$ cat config.mk
export PLATFORM = sky130hd
export DESIGN_NAME = ast_scan_timing
export DESIGN_NICKNAME = d
export VERILOG_FILES = /design/src/ast_pkg.sv /design/src/ast_pulse_gen.sv /design/src/ast_scan_timing.sv /design/src/ast_sync_det.sv
export SDC_FILE = /design/constraint.sdc
export NUM_CORES = 1
export LEC_CHECK = 0
export BUFFER_PORTS_ARGS = -buffer_cell sky130_fd_sc_hd__buf_2
export CORE_MARGIN = 2
export CORE_UTILIZATION = 50
export CTS_BUF_LIST = sky130_fd_sc_hd__clkbuf_8
export DETAILED_ROUTE_END_ITERATION = 8
export GPL_TIMING_DRIVEN = 0
export PLACE_DENSITY = 0.71
export SYNTH_ARGS = -nofsm -noshare
export SYNTH_HDL_FRONTEND = slang
export SYNTH_SLANG_ARGS = --single-unit
$ cat constraint.sdc
create_clock -name sys_clk -period 7.5 [get_ports sys_clk]
set_input_delay 0 -clock sys_clk [delete_from_list [all_inputs] [get_ports sys_clk]]
set_output_delay 0 -clock sys_clk [all_outputs]
set_load 0.01 [all_outputs]
$ cat src/ast_pkg.sv
`default_nettype none
package ast_pkg;
  localparam int unsigned CLK_HZ = 40000000;
  localparam int unsigned PULSE_MIN_NS = 50;
  localparam int unsigned PULSE_MAX_NS = 100;
  localparam int unsigned HOLD_DELAY_MIN_NS = 50;
  localparam int unsigned HOLD_WIDTH_MIN_NS = 400;
  localparam int unsigned HOLD_WIDTH_MAX_NS = 500;
  localparam int unsigned FAST_TB_HZ = 20000000;
  localparam int unsigned SLOW_TB_HZ = 100000;
  localparam int unsigned EXT_TB_MAX_HZ = 20000000;
  localparam int unsigned EXT_TB_PHASE_NS = 23;
  // Least times round up to whole cycles.
  localparam int unsigned PULSE_CYC = (PULSE_MIN_NS * (CLK_HZ / 1000000) + 999) / 1000;
  localparam int unsigned HOLD_DLY_CYC = (HOLD_DELAY_MIN_NS * (CLK_HZ / 1000000) + 999) / 1000;
  localparam int unsigned HOLD_WID_CYC = (HOLD_WIDTH_MIN_NS * (CLK_HZ / 1000000) + 999) / 1000;
  localparam int unsigned FAST_DIV = CLK_HZ / FAST_TB_HZ;
  localparam int unsigned SLOW_DIV = CLK_HZ / SLOW_TB_HZ;
  localparam int CNT_W = 24;
  localparam int DIV_W = 9;
  localparam int TMR_W = 5;
  localparam logic [CNT_W-1:0] CNT_ONE = 24'h000001;
  localparam logic [CNT_W-1:0] CNT_ZERO = 24'h000000;
  localparam logic [DIV_W-1:0] DIV_ONE = 9'h001;
  localparam logic [TMR_W-1:0] TMR_ZERO = 5'h00;
  localparam logic [TMR_W-1:0] TMR_ONE = 5'h01;
  localparam logic [TMR_W-1:0] PULSE_LEN = TMR_W'(PULSE_CYC);
  localparam logic [TMR_W-1:0] HOLD_DLY = TMR_W'(HOLD_DLY_CYC);
  localparam logic [TMR_W-1:0] HOLD_WID = TMR_W'(HOLD_WID_CYC);
  localparam logic [DIV_W-1:0] FAST_DIV_V = DIV_W'(FAST_DIV);
  localparam logic [DIV_W-1:0] SLOW_DIV_V = DIV_W'(SLOW_DIV);
  typedef enum logic {AST_SRC_INT, AST_SRC_EXT} ast_src_t;
endpackage : ast_pkg
`default_nettype wire

$ cat src/ast_pulse_gen.sv
`default_nettype none
module ast_pulse_gen
  import ast_pkg::*;
(
  input  wire logic             sys_clk,
  input  wire logic             rst_n,
  input  wire logic             clkEn,
  input  wire logic             trig,
  input  wire logic [TMR_W-1:0] delay,
  input  wire logic [TMR_W-1:0] width,
  output logic                  active
);
  logic [TMR_W-1:0] dly_q, dly_d, wid_q, wid_d;
  logic active_q, active_d;

  always_comb
  begin
    dly_d = dly_q;
    wid_d = wid_q;
    active_d = active_q;
    if (trig)
    begin
      dly_d = delay;
      wid_d = width;
      active_d = 1'b0;
    end
    else if (dly_q != TMR_ZERO)
    begin
      dly_d = dly_q - TMR_ONE;
      active_d = (dly_q == TMR_ONE);
    end
    else if (wid_q != TMR_ZERO)
    begin
      wid_d = wid_q - TMR_ONE;
      active_d = (wid_q != TMR_ONE);
    end
    else
      active_d = 1'b0;
  end

  always_ff @(posedge sys_clk)
  begin
    if (!rst_n)
    begin
      dly_q <= TMR_ZERO;
      wid_q <= TMR_ZERO;
      active_q <= 1'b0;
    end
    else if (clkEn)
    begin
      dly_q <= dly_d;
      wid_q <= wid_d;
      active_q <= active_d;
    end
  end

  assign active = active_q;
endmodule : ast_pulse_gen
`default_nettype wire

$ cat src/ast_scan_timing.sv
`default_nettype none
module ast_scan_timing
  import ast_pkg::*;
(
  input  wire logic                   sys_clk,
  input  wire logic                   rst_n,
  input  wire logic                   clkEn,
  input  wire logic                   acqStartTrig,
  input  wire logic                   swStop,
  input  wire logic                   swGate,
  input  wire logic [ast_pkg::CNT_W-1:0] sampleCount,
  input  wire logic [ast_pkg::CNT_W-1:0] scanInterval,
  input  wire logic [ast_pkg::CNT_W-1:0] sampleInterval,
  input  wire logic [ast_pkg::CNT_W-1:0] convPerScan,
  input  wire ast_pkg::ast_src_t      scanSrc,
  input  wire ast_pkg::ast_src_t      convSrc,
  input  wire ast_pkg::ast_src_t      tbSrc,
  input  wire logic                   tbSlowSel,
  input  wire logic                   scanInvert,
  input  wire logic                   convInvert,
  input  wire logic                   pauseInvert,
  input  wire logic                   tbInvert,
  input  wire logic                   scanBusyMode,
  input  wire logic                   scanOutCfg,
  input  wire logic                   convOutCfg,
  input  wire logic                   holdOutCfg,
  input  wire logic                   holdEnable,
  input  wire logic                   holdInvert,
  input  wire logic                   extScanIn,
  input  wire logic                   extConvIn,
  input  wire logic                   extPauseIn,
  input  wire logic                   extTbIn,
  output logic                        scanStartClockOut,
  output logic                        scanStartClockOe,
  output logic                        convertClockOut,
  output logic                        convertClockOe,
  output logic                        holdDonePulseOut,
  output logic                        holdDonePulseOe,
  output logic                        seqActive,
  output logic                        scanActive
);
  import ast_pkg::*;

  ////////////////////////////////////////////////////////////////////////////
  logic scanEdge, convEdge, pauseLvl, tbLvl, tbEdge, unusedLvl, unusedEdge;
  logic holdRaw, unusedTbLvl;

  ast_sync_det uScanDet (.sys_clk(sys_clk), .rst_n(rst_n), .clkEn(clkEn), .rawIn(extScanIn),
    .invert(scanInvert), .level(unusedLvl), .edgePulse(scanEdge));
  ast_sync_det uConvDet (.sys_clk(sys_clk), .rst_n(rst_n), .clkEn(clkEn), .rawIn(extConvIn),
    .invert(convInvert), .level(), .edgePulse(convEdge));
  ast_sync_det uPauseDet (.sys_clk(sys_clk), .rst_n(rst_n), .clkEn(clkEn), .rawIn(extPauseIn),
    .invert(pauseInvert), .level(pauseLvl), .edgePulse(unusedEdge));
  ast_sync_det uTbDet (.sys_clk(sys_clk), .rst_n(rst_n), .clkEn(clkEn), .rawIn(extTbIn),
    .invert(tbInvert), .level(unusedTbLvl), .edgePulse(tbEdge));

  ////////////////////////////////////////////////////////////////////////////
  // Internal timebase ticks come from a divider of the system clock.
  logic [DIV_W-1:0] div_q, div_d;
  logic tick;

  always_comb
  begin
    div_d = div_q - DIV_ONE;
    if (div_q <= DIV_ONE)
      div_d = tbSlowSel ? SLOW_DIV_V : FAST_DIV_V;
  end

  assign tick = (tbSrc == AST_SRC_EXT) ? tbEdge : (div_q <= DIV_ONE);

  ////////////////////////////////////////////////////////////////////////////
  logic seq_q, seq_d, scan_q, scan_d, gated_q, gated_d;
  logic [CNT_W-1:0] si_q, si_d, sc_q, sc_d, s2_q, s2_d, cv_q, cv_d;
  logic [TMR_W-1:0] sp_q, sp_d, cp_q, cp_d;
  logic scanOut_q, scanOut_d, convOut_q, convOut_d;
  logic scanReq, scanGo, convGo, lastConv;

  always_comb
  begin
    seq_d = seq_q;
    si_d = si_q;
    sc_d = sc_q;
    scanReq = 1'b0;
    if (!seq_q && acqStartTrig)
    begin
      seq_d = 1'b1;
      si_d = scanInterval;
      sc_d = sampleCount;
    end
    else if (seq_q)
    begin
      if (tick && scanSrc == AST_SRC_INT)
      begin
        if (si_q <= CNT_ONE)
        begin
          si_d = scanInterval;
          scanReq = 1'b1;
        end
        else
          si_d = si_q - CNT_ONE;
      end
      if (scanSrc == AST_SRC_EXT)
        scanReq = scanEdge;
    end
    // The gate is sampled only when no scan runs, so a running scan completes.
    gated_d = scan_q ? gated_q : (pauseLvl | swGate);
    scanGo = seq_q && scanReq && !scan_q && !gated_d && sc_q != CNT_ZERO;
    if (scanGo)
      sc_d = sc_q - CNT_ONE;
    if (seq_q && (swStop || (sc_q == CNT_ZERO && !scan_q)))
      seq_d = 1'b0;
  end

  always_comb
  begin
    scan_d = scan_q;
    s2_d = s2_q;
    cv_d = cv_q;
    convGo = 1'b0;
    lastConv = (cv_q <= CNT_ONE);
    if (scanGo)
    begin
      scan_d = 1'b1;
      s2_d = sampleInterval;
      cv_d = convPerScan;
    end
    else if (scan_q && seq_q)
    begin
      if (convSrc == AST_SRC_INT)
      begin
        if (s2_q <= CNT_ONE)
        begin
          convGo = 1'b1;
          s2_d = sampleInterval;
        end
        else
          s2_d = s2_q - CNT_ONE;
      end
      else
        convGo = convEdge;
      if (convGo)
      begin
        cv_d = cv_q - CNT_ONE;
        if (lastConv)
        begin
          scan_d = 1'b0;
          s2_d = sampleInterval;
        end
      end
    end
    else
      scan_d = 1'b0;
    sp_d = scanGo ? PULSE_LEN : (sp_q != TMR_ZERO ? sp_q - TMR_ONE : TMR_ZERO);
    cp_d = convGo ? PULSE_LEN : (cp_q != TMR_ZERO ? cp_q - TMR_ONE : TMR_ZERO);
    scanOut_d = scanBusyMode ? scan_d : (sp_d != TMR_ZERO);
    convOut_d = !(cp_d != TMR_ZERO);
  end

  // Hold timing runs from each convert issued to the converter.
  ast_pulse_gen uHold (.sys_clk(sys_clk), .rst_n(rst_n), .clkEn(clkEn),
    .trig(convGo & holdEnable), .delay(HOLD_DLY), .width(HOLD_WID), .active(holdRaw));

  ////////////////////////////////////////////////////////////////////////////
  logic hold_q, hold_d, scanOe_q, convOe_q, holdOe_q;

  assign hold_d = holdRaw ^ holdInvert;

  always_ff @(posedge sys_clk)
  begin
    if (!rst_n)
    begin
      div_q <= DIV_ONE;
      seq_q <= 1'b0;
      si_q <= CNT_ZERO;
      sc_q <= CNT_ZERO;
      scan_q <= 1'b0;
      gated_q <= 1'b0;
      s2_q <= CNT_ZERO;
      cv_q <= CNT_ZERO;
      sp_q <= TMR_ZERO;
      cp_q <= TMR_ZERO;
      scanOut_q <= 1'b0;
      convOut_q <= 1'b1;
      hold_q <= 1'b0;
      scanOe_q <= 1'b0;
      convOe_q <= 1'b0;
      holdOe_q <= 1'b0;
    end
    else if (clkEn)
    begin
      div_q <= div_d;
      seq_q <= seq_d;
      si_q <= si_d;
      sc_q <= sc_d;
      scan_q <= scan_d;
      gated_q <= gated_d;
      s2_q <= s2_d;
      cv_q <= cv_d;
      sp_q <= sp_d;
      cp_q <= cp_d;
      scanOut_q <= scanOut_d;
      convOut_q <= convOut_d;
      hold_q <= hold_d;
      scanOe_q <= scanOutCfg;
      convOe_q <= convOutCfg;
      holdOe_q <= holdOutCfg;
    end
  end

  assign scanStartClockOut = scanOut_q;
  assign scanStartClockOe = scanOe_q;
  assign convertClockOut = convOut_q;
  assign convertClockOe = convOe_q;
  assign holdDonePulseOut = hold_q;
  assign holdDonePulseOe = holdOe_q;
  assign seqActive = seq_q;
  assign scanActive = scan_q;
endmodule : ast_scan_timing
`default_nettype wire

$ cat src/ast_sync_det.sv
`default_nettype none
module ast_sync_det
  import ast_pkg::*;
(
  input  wire logic sys_clk,
  input  wire logic rst_n,
  input  wire logic clkEn,
  input  wire logic rawIn,
  input  wire logic invert,
  output logic      level,
  output logic      edgePulse
);
  logic meta_q, meta_d, stab_q, stab_d, last_q, last_d;

  always_comb
  begin
    meta_d = rawIn;
    stab_d = meta_q;
    last_d = stab_q;
  end

  always_ff @(posedge sys_clk)
  begin
    if (!rst_n)
    begin
      meta_q <= 1'b0;
      stab_q <= 1'b0;
      last_q <= 1'b0;
    end
    else if (clkEn)
    begin
      meta_q <= meta_d;
      stab_q <= stab_d;
      last_q <= last_d;
    end
  end

  // Both samples are inverted alike, so a change of polarity or reset makes no false edge.
  assign level = stab_q ^ invert;
  assign edgePulse = level & ~(last_q ^ invert);
endmodule : ast_sync_det
`default_nettype wire

==> results of run 1 <==
==> logic make-up after synthesis <==
logic type      synth area share (%)
compound gates                  25.2
fa+ha+maj                       2.90
mux                             2.71
simple gates                    29.3
buf+inv                         4.57
xor+xnor                        1.72
flops                           33.6
==> metrics by stage <==
step           hold slack, ps  util, %
2_1_floorplan             139        -
3_3_place_gp              228     55.9
3_5_place_dp              236     55.9
4_1_cts                  2.78     64.4
5_1_grt                  62.4     64.4
6_report                 12.8     64.4
==> power by group <==
group          total, mW  internal, mW  switching (mW)  leakage [nW]
logic              0.735         0.311           0.424          3.08
registers          0.910         0.842          0.0688          1.18
clock network      0.618         0.291           0.327         0.181
total               2.26          1.44           0.819          4.45
==> timing repair <==
| action | CTS | global route |
|---|---|---|
| hold buffers | 107 | 0 |
| resized for setup | 0 | 0 |
| hold endpoints to repair | 110 | 0 |
==> critical path: stages, from the launching register on <==
cell	delay, ps
sky130_fd_sc_hd__dfxtp_1	370
sky130_fd_sc_hd__or4_1	610
sky130_fd_sc_hd__nor3_2	530
sky130_fd_sc_hd__a21oi_1	190
sky130_fd_sc_hd__o21ai_2	260
sky130_fd_sc_hd__clkbuf_1	650
sky130_fd_sc_hd__buf_1	580
sky130_fd_sc_hd__nand3_1	150
sky130_fd_sc_hd__a21oi_1	170
==> state kept, by name, indices dropped and copies added, names as in the netlist, 5 cells and up <==
name and count:
uHold.dly_q 5, cp_q 5, uHold.wid_q 5, sc_q 24, s2_q 24, si_q 24, cv_q 24, sp_q 5
div_q 9
==> cell type report <==
type | instances | area [µm²] | area share [%]
antenna | 1 | 2.50 | 0.0228
buffer | 70 | 297 | 2.70
clock buffer | 17 | 234 | 2.13
clock inverter | 14 | 143 | 1.30
inverter | 26 | 97.6 | 0.888
multi-input combinational | 898 | 5340 | 48.6
sequential | 145 | 2900 | 26.4
tap | 225 | 282 | 2.56
timing repair buffer | 231 | 1690 | 15.4
==> layer usage <==
| layer | vias up | global-route usage [%] |
|---|---|---|
| met4 | 0 | 15.2 |
| met1 | 4643 | 43.2 |
| li1 | 4764 | - |
| met5 | - | 0 |
| met3 | 129 | 6.88 |
| met2 | 566 | 54.1 |
==> synth_stat cells, types with 4 or more instances <==
library cell	count
sky130_fd_sc_hd__dfxtp_1	145
sky130_fd_sc_hd__nor2_1	134
sky130_fd_sc_hd__a21oi_1	105
sky130_fd_sc_hd__nand2_1	85
sky130_fd_sc_hd__nor3_1	64
sky130_fd_sc_hd__nand3_1	54
sky130_fd_sc_hd__clkbuf_1	47
sky130_fd_sc_hd__o21ai_1	41
sky130_fd_sc_hd__o21ai_0	39
sky130_fd_sc_hd__or3_1	30
sky130_fd_sc_hd__inv_1	26
sky130_fd_sc_hd__nand4_1	26
sky130_fd_sc_hd__o22ai_1	25
sky130_fd_sc_hd__or4_1	21
sky130_fd_sc_hd__ha_1	20
sky130_fd_sc_hd__mux2i_1	20
sky130_fd_sc_hd__nor4_1	20
sky130_fd_sc_hd__a211oi_1	16
sky130_fd_sc_hd__buf_2	15
sky130_fd_sc_hd__a31oi_1	14
sky130_fd_sc_hd__nand2b_1	12
sky130_fd_sc_hd__o211ai_1	12
sky130_fd_sc_hd__xnor2_1	12
sky130_fd_sc_hd__and3_1	9
sky130_fd_sc_hd__a22oi_1	7
sky130_fd_sc_hd__and2_1	7
sky130_fd_sc_hd__o21a_1	7
sky130_fd_sc_hd__a32oi_1	6
sky130_fd_sc_hd__buf_1	5
sky130_fd_sc_hd__nor2b_1	5
sky130_fd_sc_hd__nor3b_1	5
sky130_fd_sc_hd__o31ai_1	5
sky130_fd_sc_hd__xor2_1	5
sky130_fd_sc_hd__a21o_1	4
sky130_fd_sc_hd__a22o_1	4
sky130_fd_sc_hd__a2bb2oi_1	4
sky130_fd_sc_hd__nand3b_1	4
==> final timing paths <==
check | to | slack [ps] | cells past startpoint
hold / removal | si_q[6] | 10 | 4
setup reg to reg | sp_q[3] | 3920 | 8
setup / recovery | sp_q[3] | 3920 | 8
hold reg to reg | sc_q[4] | 470 | 2
==> tab_implementation.tex, run 1 <==
\begin{tabular}{lr}
\hline
Metric & Value \\
\hline
\multicolumn{2}{l}{\textbf{Outcome}} \\
\quad Status & finished, final reports clean \\
\multicolumn{2}{l}{\textbf{Clocking}} \\
\quad Deepest level of the CTS H-tree & 4 \\
\quad Sinks on Clock Net & 145 \\
\quad Clock latency of the later-clocked register in the worst-skew pair & 480 ps \\
\quad Clock transition at the registers of the reported paths & 90 ps \\
\quad Number of CTS-inserted buffers & 17 \\
\quad Number of buffers on the longest clock path & 2 \\
\quad Setup bufs post-CTS & 0 \\
\quad TritonCTS clock tree & yes \\
\quad Master cell of the clock root buffer & sky130\_fd\_sc\_hd\_\_clkbuf\_8 \\
\multicolumn{2}{l}{\textbf{Critical path}} \\
\quad Largest fanout of any net on the critical path & 10 \\
\quad Required time worst endpoint & 7910 ps \\
\quad Nature of the critical path startpoint & register \\
\quad Type of destination of the critical path & register \\
\quad Category of the most critical setup path & reg -> reg \\
\quad Worst setup startpoint & sc\_q[8] \\
\quad Worst r2r src & sc\_q[8] \\
\quad WP data arrival & 4000 ps \\
\multicolumn{2}{l}{\textbf{Job}} \\
\quad Number of max-cap violations & 0 \\
\multicolumn{2}{l}{\textbf{STA}} \\
\quad Fmax & 279 MHz \\
\quad Count of endpoints failing hold in the final timing report & 0 \\
\quad Clk\_skew & 15.8 ps \\
\quad Number of max-slew violations in the final report & 0 \\
\quad Final setup TNS & 0 ps \\
\quad Worst relative slew slack & 29.1\% \\
\quad Crit share post-route & 47.8\% \\
\quad RSZ-0062 raised after global routing & no \\
\quad Least-Margin Pin Slew & 1050 ps \\
\quad Least setup slack across all paths after layout & 3920 ps \\
\quad Final setup violating endpoints & 0 \\
\quad Post-layout minimum cycle time & 3580 ps \\
\multicolumn{2}{l}{\textbf{Drt}} \\
\quad Routed vias/inst & 6.21 \\
\quad Number of design rule violations left after detail routing & 0 \\
\quad Wire length the detailed router placed on met1 & 12.9 mm \\
\quad Sum of routed wire length over all layers & 30.8 mm \\
\quad Routed Antenna Nets & 0 \\
\quad Mean routed wirelength per cell & 18.9 µm \\
\quad Highest metal layer used by the detailed router & met4 \\
\quad Drt initial violations & 1087 \\
\quad Detailed route wirelength on metal3 & 2.77 mm \\
\quad Total iterations of the first detailed-routing run & 5 \\
\quad Number of vias in the routed layout & 10100 \\
\quad WL met2 & 13.8 mm \\
\multicolumn{2}{l}{\textbf{Global route}} \\
\quad Number of global-route vias before repair & 9477 \\
\quad Aggregate global routing overflow & 0 \\
\quad Wire length of the first global-routing pass & 48.1 mm \\
\quad Maximum number of pins on one net before global-route repair & 17 \\
\quad All-Layer GR Usage & 33.5\% \\
\quad Antenna violations before repair & 0 \\
\multicolumn{2}{l}{\textbf{Power}} \\
\quad Leakage power of the design & 4.45 nW \\
\quad Total chip power & 2.26 mW \\
\quad PD cells & 206 nW/µm² \\
\quad Maximum ir drop on the vdd rail & 156 µV \\
\multicolumn{2}{l}{\textbf{Hold path}} \\
\quad Beginning of the worst hold path & scanInterval[6] \\
\quad Worst min path class & in -> reg \\
\multicolumn{2}{l}{\textbf{Layout}} \\
\quad Layout Cell Area excl Fill & 11000 µm² \\
\quad Post-route insts no fill & 1627 \\
\quad Leading cell type in the layout, fill and taps excluded & sky130\_fd\_sc\_hd\_\_dfxtp\_1 \\
\quad Fill cell total of the finished layout & 1517 \\
\quad Post-layout nets & 1529 \\
\quad Area added between synthesis and finish & 27.3\% \\
\quad Top library cells by usage in the layout, fill and taps aside & 145 x sky130\_fd\_sc\_hd\_\_dfxtp\_1, 139 x sky130\_fd\_sc\_hd\_\_buf\_2, 134 x sky130\_fd\_sc\_hd\_\_nor2\_1 \\
\quad Share of post-route cells with drive strength above 1 & 13.5\% \\
\multicolumn{2}{l}{\textbf{Logic synthesis}} \\
\quad Share of synthesized registers carrying an async set or reset & 0\% \\
\quad Number of register bits inferred by synthesis & 145 \\
\quad Dominant register cell in the synthesized netlist & sky130\_fd\_sc\_hd\_\_dfxtp\_1 \\
\quad Nets in the synthesized netlist & 1279 \\
\quad Top-area cell type share of the netlist area & 33.6\% \\
\quad Post-Synthesis Mean Instance Area & 7.58 µm² \\
\quad Dominant cell type by area after synthesis & sky130\_fd\_sc\_hd\_\_dfxtp\_1 \\
\quad Post-Syn Instances & 1139 \\
\quad Synth Cell Area & 8630 µm² \\
\quad Number of warnings reported in the yosys synthesis log & 0 \\
\quad Dominant cells by area after synthesis & sky130\_fd\_sc\_hd\_\_dfxtp\_1 34\%, sky130\_fd\_sc\_hd\_\_a21oi\_1 6.1\%, sky130\_fd\_sc\_hd\_\_nor2\_1 5.8\%, sky130\_fd\_sc\_hd\_\_nor3\_1 3.7\%, sky130\_fd\_sc\_hd\_\_nand2\_1 3.7\% \\
\quad Number of enable flip-flop cells after synthesis & 0 \\
\quad Count of different cell masters after synthesis & 84 \\
\quad Sequential cell area fraction in the yosys report & 33.6\% \\
\multicolumn{2}{l}{\textbf{Placement}} \\
\quad Placed Cells incl. Taps & 1488 \\
\quad Worst slack, placed & 4110 ps \\
\quad Placed cell areas & 9530 µm² \\
\quad Post-detail-place hpwl & 21.0 mm \\
\quad Last weighted congestion value of the routability-driven placer & 0.964 \\
\quad Total of buffers placed on input and output ports & 124 \\
\multicolumn{2}{l}{\textbf{Floorplan}} \\
\quad Starting density of the core & 50.6\% \\
\quad Area of the core & 17100 µm² \\
\quad Total Die Area & 18300 µm² \\
\quad Vertical die dimension & 135 µm \\
\quad Die Span X & 135 µm \\
\quad Total number of placement rows & 48 \\
\quad Count of boundary I/O pins & 128 \\
\hline
\end{tabular}
Power figures use the tool's default switching activity.
==> run 2, diff against run 1 <==
Settings changed: ABC_AREA set to 1.
Clock period 7.5 ns to 3.7 ns, I/O delays scaled along.
==> tab_implementation.tex, run 2 <==
\begin{tabular}{lr}
\hline
Metric & Value \\
\hline
\multicolumn{2}{l}{\textbf{Outcome}} \\
\quad Status & finished, final reports clean \\
\multicolumn{2}{l}{\textbf{Clocking}} \\
\quad Deepest level of the CTS H-tree & 4 \\
\quad TritonCTS clock tree & yes \\
\quad Master cell of the clock root buffer & sky130\_fd\_sc\_hd\_\_clkbuf\_8 \\
\quad Number of buffers on the longest clock path & 2 \\
\quad Sinks on Clock Net & 145 \\
\quad Clock transition at the registers of the reported paths & 100 ps \\
\quad Number of CTS-inserted buffers & 17 \\
\quad Clock latency of the later-clocked register in the worst-skew pair & 470 ps \\
\quad Setup bufs post-CTS & 0 \\
\multicolumn{2}{l}{\textbf{Layout}} \\
\quad Area added between synthesis and finish & 25.3\% \\
\quad Top library cells by usage in the layout, fill and taps aside & 321 x sky130\_fd\_sc\_hd\_\_nand2\_1, 188 x sky130\_fd\_sc\_hd\_\_nor2\_1, 151 x sky130\_fd\_sc\_hd\_\_inv\_1 \\
\quad Fill cell total of the finished layout & 1699 \\
\quad Layout Cell Area excl Fill & 11700 µm² \\
\quad Post-route insts no fill & 1949 \\
\quad Share of post-route cells with drive strength above 1 & 14.0\% \\
\quad Leading cell type in the layout, fill and taps excluded & sky130\_fd\_sc\_hd\_\_nand2\_1 \\
\quad Post-layout nets & 1841 \\
\multicolumn{2}{l}{\textbf{Critical path}} \\
\quad Max stage delay on crit path & 450 ps \\
\quad Nature of the critical path startpoint & register \\
\quad Library cell appearing most often on the critical path & sky130\_fd\_sc\_hd\_\_nand2\_1 \\
\quad Family with the most delay on the worst path & simple AND/OR/NAND/NOR gates \\
\quad Buf+Inv Stages, Crit Path & 3 \\
\quad Largest fanout of any net on the critical path & 10 \\
\quad Required time worst endpoint & 4020 ps \\
\quad CP Cell Sequence & inv\_1 -> ha\_1 -> inv\_1 -> nand2\_1 -> nand2\_1 -> nor2\_1 -> nand2\_1 -> nor2\_2 -> nand3\_2 -> nand2\_2 -> nand3\_4 -> nand2\_4 -> clkbuf\_1 -> a21oi\_1 \\
\quad Category of the most critical setup path & reg -> reg \\
\quad Type of destination of the critical path & register \\
\quad WP data arrival & 2820 ps \\
\quad Slowest cell on crit path & sky130\_fd\_sc\_hd\_\_clkbuf\_1 \\
\multicolumn{2}{l}{\textbf{Power}} \\
\quad Total chip power & 4.34 mW \\
\quad Maximum ir drop on the vdd rail & 250 µV \\
\quad PD cells & 370 nW/µm² \\
\quad Leakage power of the design & 5.72 nW \\
\multicolumn{2}{l}{\textbf{Logic synthesis}} \\
\quad Number of warnings reported in the yosys synthesis log & 0 \\
\quad Commonest cells post-synth & 321 x sky130\_fd\_sc\_hd\_\_nand2\_1, 188 x sky130\_fd\_sc\_hd\_\_nor2\_1, 149 x sky130\_fd\_sc\_hd\_\_inv\_1 \\
\quad Count of different cell masters after synthesis & 49 \\
\quad Share of synthesized registers carrying an async set or reset & 0\% \\
\quad Post-Syn Instances & 1448 \\
\quad Cell with the most instances after synthesis & sky130\_fd\_sc\_hd\_\_nand2\_1 \\
\quad Number of register bits inferred by synthesis & 145 \\
\quad Sequential cell area fraction in the yosys report & 31.0\% \\
\quad Post-Synthesis Mean Instance Area & 6.46 µm² \\
\quad Synth Cell Area & 9360 µm² \\
\quad Dominant cell type by area after synthesis & sky130\_fd\_sc\_hd\_\_dfxtp\_1 \\
\quad Number of enable flip-flop cells after synthesis & 0 \\
\quad Dominant register cell in the synthesized netlist & sky130\_fd\_sc\_hd\_\_dfxtp\_1 \\
\quad Nets in the synthesized netlist & 1588 \\
\quad Dominant cells by area after synthesis & sky130\_fd\_sc\_hd\_\_dfxtp\_1 31\%, sky130\_fd\_sc\_hd\_\_nand2\_1 13\%, sky130\_fd\_sc\_hd\_\_nor2\_1 7.5\%, sky130\_fd\_sc\_hd\_\_inv\_1 6.0\%, sky130\_fd\_sc\_hd\_\_xor2\_1 4.7\% \\
\quad Top-area cell type share of the netlist area & 31.0\% \\
\multicolumn{2}{l}{\textbf{STA}} \\
\quad Least-Margin Pin Slew & 774 ps \\
\quad Final setup violating endpoints & 0 \\
\quad RSZ-0062 raised after global routing & no \\
\quad Final setup TNS & 0 ps \\
\quad Worst relative slew slack & 48.4\% \\
\quad Number of max-slew violations in the final report & 0 \\
\quad Count of endpoints failing hold in the final timing report & 0 \\
\quad Post-layout minimum cycle time & 2510 ps \\
\quad Crit share post-route & 67.7\% \\
\quad Clk\_skew & 24.6 ps \\
\quad Fmax & 399 MHz \\
\quad Least setup slack across all paths after layout & 1190 ps \\
\multicolumn{2}{l}{\textbf{Drt}} \\
\quad Number of vias in the routed layout & 10200 \\
\quad Drt initial violations & 598 \\
\quad Sum of routed wire length over all layers & 27.3 mm \\
\quad Routed vias/inst & 5.25 \\
\quad Mean routed wirelength per cell & 14.0 µm \\
\quad Total iterations of the first detailed-routing run & 5 \\
\quad Routed Antenna Nets & 0 \\
\quad Number of design rule violations left after detail routing & 0 \\
\multicolumn{2}{l}{\textbf{Floorplan}} \\
\quad Count of boundary I/O pins & 128 \\
\quad Total number of placement rows & 50 \\
\quad Total Die Area & 19800 µm² \\
\quad Starting density of the core & 50.5\% \\
\quad Area of the core & 18500 µm² \\
\quad Vertical die dimension & 141 µm \\
\quad Die Span X & 141 µm \\
\multicolumn{2}{l}{\textbf{Placement}} \\
\quad Post-detail-place hpwl & 19.3 mm \\
\quad Worst slack, placed & 1250 ps \\
\quad Total of buffers placed on input and output ports & 126 \\
\quad Placed cell areas & 10300 µm² \\
\quad Placed Cells incl. Taps & 1808 \\
\quad Last weighted congestion value of the routability-driven placer & 0.923 \\
\multicolumn{2}{l}{\textbf{Global route}} \\
\quad Maximum number of pins on one net before global-route repair & 17 \\
\quad Aggregate global routing overflow & 0 \\
\quad Wire length of the first global-routing pass & 44.9 mm \\
\quad Antenna violations before repair & 1 \\
\quad Number of global-route vias before repair & 9581 \\
\quad All-Layer GR Usage & 27.4\% \\
\multicolumn{2}{l}{\textbf{Job}} \\
\quad Number of max-cap violations & 0 \\
\multicolumn{2}{l}{\textbf{Hold path}} \\
\quad Worst min path class & in -> reg \\
\hline
\end{tabular}
[run 2: cell types whose count changed in the layout (fill, tap and decap cells not counted), moves of 21 or more]
cell / change
sky130_fd_sc_hd__or3_1: -30
sky130_fd_sc_hd__or4_1: -21
sky130_fd_sc_hd__a31oi_1: +36
sky130_fd_sc_hd__o21ai_0: +32
sky130_fd_sc_hd__a21oi_1: -35
sky130_fd_sc_hd__nor2_1: +54
sky130_fd_sc_hd__inv_1: +124
sky130_fd_sc_hd__xor2_1: +45
sky130_fd_sc_hd__nor3_1: -42
sky130_fd_sc_hd__nand2_1: +236
sky130_fd_sc_hd__nand3_1: +27
sky130_fd_sc_hd__o21ai_1: +31
[run 2: path summary, 6_finish.rpt]
path         startpoint        endpoint  slack, ps  depth (start not counted)
max             si_q[0]        s2_q[23]       1190                         14
min          holdEnable  uHold.dly_q[3]         30                          4
max reg2reg     si_q[0]        s2_q[23]       1190                         14
min reg2reg    div_q[1]        div_q[1]        470                          2
[run 2: timing repair]
item | CTS | global route
hold buffers | 108 | 0
gates resized for setup | 0 | 0
endpoints found under the hold margin | 108 | 0
[run 2: per-layer routing]
metal	vias up	global-route usage [%]	routed length, µm
met5	-	0	0
met4	0	7.00	482
met3	42	4.42	1370
met2	280	47.2	12900
met1	4659	35.8	12500
li1	5246	-	-
[run 2: cells by family after synthesis]
family	after synthesis	synth area share, %
AND/OR/NAND/NOR	686	31.6
flip-flops	145	31.0
buffers and inverters	221	9.85
XOR/XNOR	72	6.74
AO/OA/AOI/OAI	304	18.2
adder cells (fa/ha/maj)	20	2.67
[run 2: final cells by class]
class / instances / area, µm² / area share, %
multi-input cells: 1082 / 5540 / 47.2
flip-flops and latches: 145 / 2900 / 24.8
repair buffers: 234 / 1710 / 14.6
inverters: 160 / 601 / 5.12
plain buffers: 61 / 322 / 2.74
well taps: 234 / 293 / 2.50
clock buffers: 17 / 234 / 2.00
clock inverters: 15 / 123 / 1.05
diodes: 1 / 2.50 / 0.0213
[run 2: per-stage QoR]
stage,util (%),hold slack (ps)
after floorplan,-,135
after global placement,55.5,223
after detailed placement,55.5,230
after CTS,63.3,1.97
after global routing,63.3,54.0
final,63.3,25.1
[run 2: report_power, final]
group	switching (mW)	leakage, nW	total [mW]	internal [mW]
Combinational	0.789	4.37	1.36	0.575
Clock	0.657	0.168	1.18	0.523
Sequential	0.113	1.19	1.80	1.68
Total	1.56	5.72	4.34	2.78
[run 2: tightest hold or removal path, stage by stage]
cell	delay (ps)
sky130_fd_sc_hd__buf_2	110
sky130_fd_sc_hd__nand2_2	150
sky130_fd_sc_hd__nand4_1	110
sky130_fd_sc_hd__a21oi_1	60
